### src/asr_params.svh
// Timing and width constants for the static memory host controller.
`ifndef ASR_PARAMS_SVH
`define ASR_PARAMS_SVH
`define ASR_CLK_NS 100
`define ASR_ADDR_W 16
`define ASR_DATA_W 16
`define ASR_T_RC_NS 70
`define ASR_T_WC_NS 70
`define ASR_T_WP_NS 50
`define ASR_T_CW_NS 60
`define ASR_T_DW_NS 30
`define ASR_T_AA_NS 70
`define ASR_T_HZ_NS 25
// Least times round up; none below one cycle.
`define ASR_CYC_UP(ns) ((((ns) + `ASR_CLK_NS - 1) / `ASR_CLK_NS) < 1 ? 1 : \
    (((ns) + `ASR_CLK_NS - 1) / `ASR_CLK_NS))
`define ASR_WP_CYC 3'(`ASR_CYC_UP(`ASR_T_CW_NS))
`define ASR_RD_CYC 3'(`ASR_CYC_UP(`ASR_T_AA_NS))
`define ASR_GAP_CYC 3'(`ASR_CYC_UP(`ASR_T_HZ_NS))
`define ASR_CNT_ZERO 3'h0
`define ASR_CNT_ONE 3'h1
`endif

### src/asr_pkg.sv
// Types for the static memory host controller.
`default_nettype none
package asr_pkg;
    typedef enum logic [2:0] {
        ASR_IDLE = 3'b000,
        ASR_RD = 3'b001,
        ASR_WR = 3'b010,
        ASR_WEND = 3'b011,
        ASR_GAP = 3'b100
    } asr_state_t;
endpackage : asr_pkg
`default_nettype wire

### src/asr_host.sv
// Host controller driving a 64K x 16 asynchronous static memory.
`timescale 1ns/1ns
`default_nettype none
`include "asr_params.svh"
// Summary of operation
// - Reads and writes spaced at least 70 ns, address stable.
// - Address and select 60 ns before write end; strobe low 50 ns.
// - Active byte selects held low 60 ns before write end.
// - Write data stable 30 ns before end, held 0 ns after.
// - Address valid no later than write start.
// - Write ends at first rising control; address held for recovery.
// - Select-started read has address valid at select fall.
module asr_host (
    // Clock and reset.
    input wire logic mclk_i,
    input wire logic rst_i,
    // User request side.
    input wire logic req_i,
    input wire logic req_write_i,
    input wire logic [`ASR_ADDR_W-1:0] req_addr_i,
    input wire logic [`ASR_DATA_W-1:0] req_wdata_i,
    input wire logic [1:0] req_be_i,
    output logic req_ready_o,
    output logic rsp_valid_o,
    output logic [`ASR_DATA_W-1:0] rsp_rdata_o,
    // Memory pins.
    output logic [`ASR_ADDR_W-1:0] word_index_o,
    output logic chip_sel_n_o,
    output logic out_gate_n_o,
    output logic write_strobe_n_o,
    output logic low_byte_sel_n_o,
    output logic high_byte_sel_n_o,
    input wire logic [`ASR_DATA_W-1:0] shared_data_bus_i,
    output logic [`ASR_DATA_W-1:0] shared_data_bus_o,
    output logic shared_data_bus_oe_o
);
    asr_pkg::asr_state_t state, next_state;
    logic [2:0] cnt, next_cnt;
    logic [`ASR_ADDR_W-1:0] addr, next_addr;
    logic [`ASR_DATA_W-1:0] wdata, next_wdata, rdata, next_rdata;
    logic [1:0] be, next_be;
    logic valid, next_valid;

    // A request carrying no byte enable would leave the memory in standby, so both lanes are used.
    function automatic logic [1:0] norm_be(input logic [1:0] b);
        norm_be = (b == 2'h0) ? 2'h3 : b;
    endfunction : norm_be

    always_comb begin
        next_state = state;
        next_cnt = cnt;
        next_addr = addr;
        next_wdata = wdata;
        next_rdata = rdata;
        next_be = be;
        next_valid = 1'b0;
        case (state)
            asr_pkg::ASR_IDLE: begin
                if (req_i) begin
                    // Address, data and lanes latch on the same edge at which the selects fall.
                    next_addr = req_addr_i;
                    next_wdata = req_wdata_i;
                    next_be = norm_be(req_be_i);
                    next_state = req_write_i ? asr_pkg::ASR_WR : asr_pkg::ASR_RD;
                    next_cnt = req_write_i ? `ASR_WP_CYC : `ASR_RD_CYC;
                end
            end
            asr_pkg::ASR_RD: begin
                if (cnt == `ASR_CNT_ONE) begin
                    // Sampled only once the full access time has passed.
                    next_rdata = shared_data_bus_i;
                    next_valid = 1'b1;
                    next_state = asr_pkg::ASR_GAP;
                    next_cnt = `ASR_GAP_CYC;
                end else begin
                    next_cnt = cnt - `ASR_CNT_ONE;
                end
            end
            asr_pkg::ASR_WR: begin
                if (cnt == `ASR_CNT_ONE) begin
                    next_state = asr_pkg::ASR_WEND;
                end else begin
                    next_cnt = cnt - `ASR_CNT_ONE;
                end
            end
            asr_pkg::ASR_WEND: begin
                next_state = asr_pkg::ASR_GAP;
                next_cnt = `ASR_GAP_CYC;
            end
            asr_pkg::ASR_GAP: begin
                if (cnt == `ASR_CNT_ONE) begin
                    next_state = asr_pkg::ASR_IDLE;
                end else begin
                    next_cnt = cnt - `ASR_CNT_ONE;
                end
            end
            default: begin
                next_state = asr_pkg::ASR_IDLE;
            end
        endcase
    end

    always_ff @(posedge mclk_i or posedge rst_i) begin
        if (rst_i) begin
            state <= asr_pkg::ASR_IDLE;
            cnt <= `ASR_CNT_ZERO;
            addr <= 16'h0000;
            wdata <= 16'h0000;
            rdata <= 16'h0000;
            be <= 2'h0;
            valid <= 1'b0;
        end else begin
            state <= next_state;
            cnt <= next_cnt;
            addr <= next_addr;
            wdata <= next_wdata;
            rdata <= next_rdata;
            be <= next_be;
            valid <= next_valid;
        end
    end

    logic in_rd, in_wr, in_cyc;
    assign in_rd = (state == asr_pkg::ASR_RD);
    assign in_wr = (state == asr_pkg::ASR_WR);
    // Selects stay low through the write-end cycle so strobe rises first and ends the write.
    assign in_cyc = in_rd || in_wr || (state == asr_pkg::ASR_WEND);

    assign req_ready_o = (state == asr_pkg::ASR_IDLE);
    assign rsp_valid_o = valid;
    assign rsp_rdata_o = rdata;
    assign word_index_o = addr;
    assign chip_sel_n_o = ~in_cyc;
    assign low_byte_sel_n_o = ~(in_cyc && be[0]);
    assign high_byte_sel_n_o = ~(in_cyc && be[1]);
    assign out_gate_n_o = ~in_rd;
    assign write_strobe_n_o = ~in_wr;
    assign shared_data_bus_o = wdata;
    // Host drives the bus across the write end and one cycle after, never during a read.
    assign shared_data_bus_oe_o = in_wr || (state == asr_pkg::ASR_WEND);

    // The strobe is one clock wide, which already exceeds the least pulse width.
    property p_wr_len;
        @(posedge mclk_i) disable iff (rst_i)
        $fell(write_strobe_n_o) |-> !write_strobe_n_o ##1 write_strobe_n_o;
    endproperty : p_wr_len
    a_wr_len: assert property (p_wr_len) else $error("strobe width wrong");

    property p_wr_sel;
        @(posedge mclk_i) disable iff (rst_i)
        $rose(write_strobe_n_o) |-> !chip_sel_n_o;
    endproperty : p_wr_sel
    a_wr_sel: assert property (p_wr_sel) else $error("select rose before strobe");

    property p_addr;
        @(posedge mclk_i) disable iff (rst_i)
        !chip_sel_n_o && !$past(chip_sel_n_o) |-> $stable(word_index_o);
    endproperty : p_addr
    a_addr: assert property (p_addr) else $error("address moved in cycle");

    property p_no_fight;
        @(posedge mclk_i) disable iff (rst_i)
        !out_gate_n_o |-> !shared_data_bus_oe_o;
    endproperty : p_no_fight
    a_no_fight: assert property (p_no_fight) else $error("bus driven during read");

    property p_data;
        @(posedge mclk_i) disable iff (rst_i)
        !write_strobe_n_o |=> $stable(shared_data_bus_o) && shared_data_bus_oe_o;
    endproperty : p_data
    a_data: assert property (p_data) else $error("write data not held");

    property p_rd_len;
        @(posedge mclk_i) disable iff (rst_i)
        $fell(out_gate_n_o) |-> ##1 rsp_valid_o;
    endproperty : p_rd_len
    a_rd_len: assert property (p_rd_len) else $error("read not timed");

    property p_gap;
        @(posedge mclk_i) disable iff (rst_i)
        $rose(chip_sel_n_o) |-> chip_sel_n_o [*2];
    endproperty : p_gap
    a_gap: assert property (p_gap) else $error("cycles too close");

    property p_sel_rd;
        @(posedge mclk_i) disable iff (rst_i)
        !out_gate_n_o |-> !chip_sel_n_o && write_strobe_n_o;
    endproperty : p_sel_rd
    a_sel_rd: assert property (p_sel_rd) else $error("read pins wrong");

    // An idle controller must leave the memory in standby with the bus released.
    property p_idle;
        @(posedge mclk_i) disable iff (rst_i)
        req_ready_o |-> chip_sel_n_o && write_strobe_n_o && !shared_data_bus_oe_o;
    endproperty : p_idle
    a_idle: assert property (p_idle) else $error("idle pins not in standby");

    // Data must outlast the strobe edge, since hold after the end may be zero.
    property p_wr_hold;
        @(posedge mclk_i) disable iff (rst_i)
        $rose(write_strobe_n_o) |-> shared_data_bus_oe_o && $stable(shared_data_bus_o);
    endproperty : p_wr_hold
    a_wr_hold: assert property (p_wr_hold) else $error("write data dropped at end");

    c_rd: cover property (@(posedge mclk_i) rsp_valid_o);
    c_wr: cover property (@(posedge mclk_i) $rose(write_strobe_n_o));
    c_lo: cover property (@(posedge mclk_i) !write_strobe_n_o && high_byte_sel_n_o);
    c_hi: cover property (@(posedge mclk_i) !write_strobe_n_o && low_byte_sel_n_o);
    c_rd_lo: cover property (@(posedge mclk_i) !out_gate_n_o && high_byte_sel_n_o);
endmodule : asr_host
`default_nettype wire

### config.mk
export PLATFORM = sky130hd
export DESIGN_NAME = asr_host
export DESIGN_NICKNAME = d
export VERILOG_FILES = /design/src/asr_pkg.sv /design/src/asr_host.sv
export VERILOG_INCLUDE_DIRS = /design/src
export SDC_FILE = /design/constraint.sdc
export NUM_CORES = 1
export LEC_CHECK = 0
export BUFFER_PORTS_ARGS = -buffer_cell sky130_fd_sc_hd__buf_2
export CAP_MARGIN = 20
export CELL_PAD_IN_SITES_DETAIL_PLACEMENT = 0
export CELL_PAD_IN_SITES_GLOBAL_PLACEMENT = 1
export CORE_ASPECT_RATIO = 0.5
export CORE_UTILIZATION = 39
export CTS_CLUSTER_SIZE = 40
export DETAILED_ROUTE_END_ITERATION = 7
export PLACE_DENSITY_LB_ADDON = 0.25
export SLEW_MARGIN = 20
export SYNTH_ARGS = -nofsm -noshare
export SYNTH_HDL_FRONTEND = slang
export SYNTH_SLANG_ARGS = --single-unit
### constraint.sdc
create_clock -name mclk_i -period 4.05 [get_ports mclk_i]
set_input_delay 0.2025 -clock mclk_i [delete_from_list [all_inputs] [get_ports mclk_i]]
set_output_delay 0.2025 -clock mclk_i [all_outputs]
set_load 0.01 [all_outputs]
**Yosys cells after proc, flatten, opt, wreduce, memory -nomap -nowiden**

Index checks and enable logic that the tools add are counted.

- Bits in read-only memories: 0
- Bits in latches: 0
- Memory bits (writable): 0
- Memories: 0
- Flip-flop bits (word level): 57
- Logic and storage cells: 49

- Bitwise operators: 5
- $mul: 0
- Reduce and logical (&&, ||, !) cells: 13
- Add/subtract/negate cells: 1
- Shift-type cells: 0
- Muxes and demuxes: 13
- Eq/ne operators: 10
- Order comparisons: 0
- Divide/modulo/power cells: 0

Operator list:

| kind | count |
|---|---|
| 2-to-1 mux 3 bit | 7 |
| one-hot mux 3 bit (5 select lines) | 1 |
| one-hot mux 3 bit (4 select lines) | 1 |
| equality test 3 x 1 -> 1 bit (second input constant) | 2 |
| equality test 3 x 2 -> 1 bit (second input constant) | 2 |
| inequality test 2 bit (second input constant) | 3 |
| inverter 1 bit | 5 |
| 2-to-1 mux 2 bit | 2 |
| inequality test 2 x 1 -> 1 bit (second input constant) | 2 |
| AND reduction 2 bit | 2 |
| AND reduction 4 bit | 1 |
| nonzero test 4 bit | 1 |
| equality test 3 bit (second input constant) | 1 |
| logical NOT 3 bit | 1 |
| logical OR 1 bit | 3 |
| AND reduction 3 bit | 1 |
| subtractor 3 x 1 -> 3 bit (second input constant) | 1 |
| logical AND 1 bit | 2 |
| logical NOT 2 bit | 1 |
| 2-to-1 mux 1 bit | 2 |
| OR reduction 2 bit | 1 |

**Longest topological paths before layout**

- Depth after elaboration: 5
- Mapped depth: 7
- Depth with buffers taken out: 6

**Worst setup path after synthesis**

OpenSTA, ideal clock, no wires.

- Kind: register -> register
- From: register cnt[0]
- To: register rdata[0] (netlist: rsp_rdata_o[0])
- Data arrival time: 1.666 ns
- Cell stages (with the launch flop): 7
- Period minus slack after synthesis: 1.791 ns
- Path buffers: 2
- Slack: 2.259 ns
- Required time: 3.925 ns
- Cell sequence: dfrtp_1 ha_1 nand2b_4 buf_6 nor4_4 buf_8 mux2_4

- Cells in the longest elaborated chain, start to end: 2

RTL lines:

| what | line | RTL |
|---|---|---|
| start: declaration | asr_host.sv:38 | `logic [2:0] cnt, next_cnt;` |
| start signal: assignment | asr_host.sv:106 | `` cnt <= `ASR_CNT_ZERO; `` |
| start signal: assignment | asr_host.sv:114 | `cnt <= next_cnt;` |
| equality test 3 x 1 -> 1 bit (no source line) | -- |  |
| AND reduction 2 bit (no source line) | -- |  |
| end signal: assignment | asr_host.sv:117 | `rdata <= next_rdata;` |
| end: declaration | asr_host.sv:40 | `` logic [`ASR_DATA_W-1:0] wdata, next_wdata, rdata, next_rdata; `` |

Every way passes these cells.
A chain may end at the register's enable or synchronous reset.

**Final worst setup path**

- From: register state[2]
- To: register wdata[7] (netlist: shared_data_bus_o[7])

- Cells in the longest elaborated chain, start to end: 2

RTL lines:

| what | line | RTL |
|---|---|---|
| start: declaration | asr_host.sv:37 | `asr_pkg::asr_state_t state, next_state;` |
| start signal: assignment | asr_host.sv:105 | `state <= asr_pkg::ASR_IDLE;` |
| start signal: assignment | asr_host.sv:113 | `state <= next_state;` |
| logical NOT 3 bit | asr_host.sv:57 | `case (state)` |
| AND reduction 2 bit (no source line) | -- |  |
| end signal: assignment | asr_host.sv:116 | `wdata <= next_wdata;` |
| end: declaration | asr_host.sv:40 |  |

Every way passes these cells.

==> summary.md <==
| Metric | Value |
|---|---|
| Clock tree from TritonCTS | `yes` |
| Clock skew after layout | `~0.0043 ns` |
| Synth async-reset ratio | `1.000` |
| Slew Limit Headroom | `0.5217` |
| Synth Area per Inst | `14.26 sq um` |
| Core region area | `0.005729 sq mm` |
| Via Count | `1739` |
| Total internal power | `0.001942 W` |
| Starting Density | `0.4232` |
| Cell area after layout | `0.003289 sq mm` |
| HPWL after detailed placement | `3.423 mm` |
| Total power density per cell area | `885.2 mW/mm^2` |
| Diode insertion count for antenna repair | `0` |
| Post-cts hold buffer count | `0` |
| Drt initial violations | `52` |
| Number of buffers inserted during clock tree synthesis | `9` |
| Share of cell area taken by muxes after synthesis | `0.2368` |
| Site Rows | `19` |
| Cell chosen for the clock root | `sky130_fd_sc_hd__clkbuf_16` |
| Dominant cells by area after synthesis | `sky130_fd_sc_hd__dfrtp_1 (59%), sky130_fd_sc_hd__mux2_2 (18%), sky130_fd_sc_hd__mux2_4 (5.6%)` |
| Net switching component of the power | `0.0009702 W` |
| Final hold violations | `0` |
| Vertical extent of the die | `57.76 um` |
| Post-CTS resize count | `0` |
| Gp weighted congestion | `0.7903` |
| Share of power burned in the clock network | `0.231` |
| Part of the Yosys area used for sequential elements | `0.5882` |
| VDD IR-drop max | `0.0003939 V` |
| Number of optimization iterations in the first detailed-route pass | `4` |
| Gate count of the mapped netlist | `170` |
| Critical path class | `flip-flop to flip-flop` |
| Tmin final | `1.872 ns` |
| XOR/XNOR Fraction of Synth Area | `0` |
| Die outline width | `roughly 110 um` |
| Tightest Hold Check Type | `input port to async pin` |
| Pin slew with the least headroom to its limit | `0.7175 ns` |
| Synth warn | `0` |
| Unrepaired setup endpoints after global routing | `no` |
| Share of synthesized cell area in and, or, nand and nor gates | `0.06502` |
| Clk slew on worst S/H paths | `0.05 ns` |
| Final standard cell count with taps included and fillers excluded | `about 370` |
| Area share of the leading cell type in the synthesized netlist | `0.5882` |
| Combinational fraction of design power | `0.412` |
| Final-report setup violation count | `0` |
| Layout overhead on the synthesized area | `35.66%` |
| Maximum net fanout on the critical path | `36` |
| FF-to-FF setup slack | `roughly 2.2 ns` |
| Proportion of power drawn by flip-flops and latches | `0.356` |
| Post-layout net count | `340` |
| Cell type with the largest total area after synthesis | `sky130_fd_sc_hd__dfrtp_1` |
| Sort of element at the end of the critical path | `flip-flop` |
| EDFF count, synth | `0` |
| Leading cell type in the layout, fill and taps excluded | `sky130_fd_sc_hd__buf_2` |
| Net Count, Synth | `~230` |
| Post-Route WL | `4.905 mm` |
| Worst skew pair latency | `0.31 ns` |
| DRC violations left | `0` |
| Complex-gate fraction of the synthesized area | `0.05108` |
| Avg Vias per Cell | `4.662` |
| Synth cell types | `32` |
| Adder-cell share of the synthesized area | `0.01032` |
| I/O pin cnt | `110` |
| Number of levels in the clock H-tree | `3` |
| Initial antenna violation count | `0` |
| Sink Count | `57` |
| Run status | `complete, no violations` |
| Post-CTS Setup Repair Bufs | `0` |
| Post-route clock period utilization | `0.4623` |
| Leak Pwr | `~1.6 nW` |
| Die Outline Area | `0.006556 sq mm` |
| Timing-limited maximum frequency | `between 0.5 and 0.6 GHz` |
| Largest net degree at the start of global routing | `slightly below 60` |
| Aggregate negative setup slack | `0 ns` |
| Worst Reg2Reg Path Length in Cells | `4` |
| Max cap viols | `0` |
| Max Transition Viols Final | `0` |
| #FFs+latches synth | `57` |
| Global-route total usage across every layer | `0.1664` |
| CP required | `4.24 ns` |
| Sw Share | `0.3332` |
| Area of placed instances | `~0.0030 sq mm` |
| Mapped Area | `roughly 0.0024 sq mm` |
| Count of port buffers added during placement | `109` |
| Kind of start point of the critical path | `flip-flop` |
| Avg WL per Cell | `about 13 um` |
| Clock tree buffer depth | `2` |
| Number of cells in the design after placement | `357` |
| Combinational family with the most area after synthesis | `multiplexers` |
| Total design power | `0.002912 W` |
| Top_reg_cell synth | `sky130_fd_sc_hd__dfrtp_1` |
| Fraction of layout cells with a size suffix above 1 | `0.6125` |
| Total overflow reported by the global router | `0` |
| ANT nets after route | `0` |
| Vias in the first global route | `approximately 1800` |
| Commonest cells after routing, fill and taps aside | `sky130_fd_sc_hd__buf_2 (109), sky130_fd_sc_hd__dfrtp_1 (57), sky130_fd_sc_hd__mux2_2 (39)` |
| WP data arrival | `between 2 and 2.5 ns` |
| Global-route wire length before repair | `8.293 mm` |
-- worst paths after layout --
check	from	end
hold reg to reg	rsp_rdata_o[11]	rsp_rdata_o[11]
hold / removal	rst_i	shared_data_bus_o[14]
max in group asynchronous	rst_i	state[2]
min in group mclk_i	req_be_i[0]	be[1]
setup / recovery	state[2]	shared_data_bus_o[7]
setup reg to reg	state[2]	shared_data_bus_o[7]
-- critical path, stage by stage (launching register included) --
cell,delay (ns)
sky130_fd_sc_hd__dfrtp_1,0.53
sky130_fd_sc_hd__nor3_1,0.27
sky130_fd_sc_hd__and2_1,0.16
sky130_fd_sc_hd__buf_4,0.38
sky130_fd_sc_hd__mux2_2,0.39
-- routing by layer --
layer / GRT usage / routed length, um / share of wire
met5: 0 / 0 / 0
met4: 0.07707 / 68 / 0.014
met3: 0.06799 / 322 / 0.066
met2: 0.2918 / 2453 / 0.50
met1: 0.1799 / 2060 / 0.42
-- power groups by stage --
stage,sequential [W],combinational [W],clock (W)
floorplan,0.00113,0.000770,0
global placement,0.00103,0.00120,0
detailed placement,0.00104,0.00122,0
CTS,0.00104,0.00122,0.000696
global route,0.00108,0.00131,0.000724
finish,0.00104,0.00120,0.000674
-- logic make-up (layout without fill, tap and decap cells) --
family | after synthesis | in the layout
buffers and inverters | 17 | 136
AO/OA/AOI/OAI | 19 | 19
adder cells (fa/ha/maj) | 2 | 2
AND/OR/NAND/NOR | 27 | 27
multiplexers | 48 | 48
flip-flops | 57 | 57
-- layout make-up --
type | instances | area, sq um
clock buffers | 14 | 264.0
clock inverters | 2 | 12.51
fillers | 503 | 2440
inverters | 8 | 32.53
multi-input cells | 96 | 880.8
flip-flops and latches | 57 | 1426
well taps | 84 | 105.1
repair buffers | 112 | 568.0
-- through the flow --
stage / util / setup WS (ns) / hold WS, ns
after floorplan: - / 2.259 / 0.2985
after global placement: 0.5259 / 2.207 / 0.3948
after detailed placement: 0.5259 / 2.179 / 0.4129
after CTS: 0.5741 / 2.175 / 0.07283
after global routing: 0.5741 / 2.017 / 0.08140
final: 0.5741 / 2.178 / 0.07303
-- flip-flops by register name, indices dropped and copies added (netlist names) --
name / cells
rsp_valid_o: 1
word_index_o: 16
cnt: 3
be: 2
state: 3
rsp_rdata_o: 16
shared_data_bus_o: 16
-- Yosys cell counts (all sizes together) (2+ instances only) --
cell type,number
a31oi,3
ha,2
nor2b,4
dfrtp,57
nor2,4
mux2,48
inv,8
nor3,4
o21ai,4
buf,9
nand2b,2
nand2,8
a21oi,4
Power figures use the tool's default switching activity.
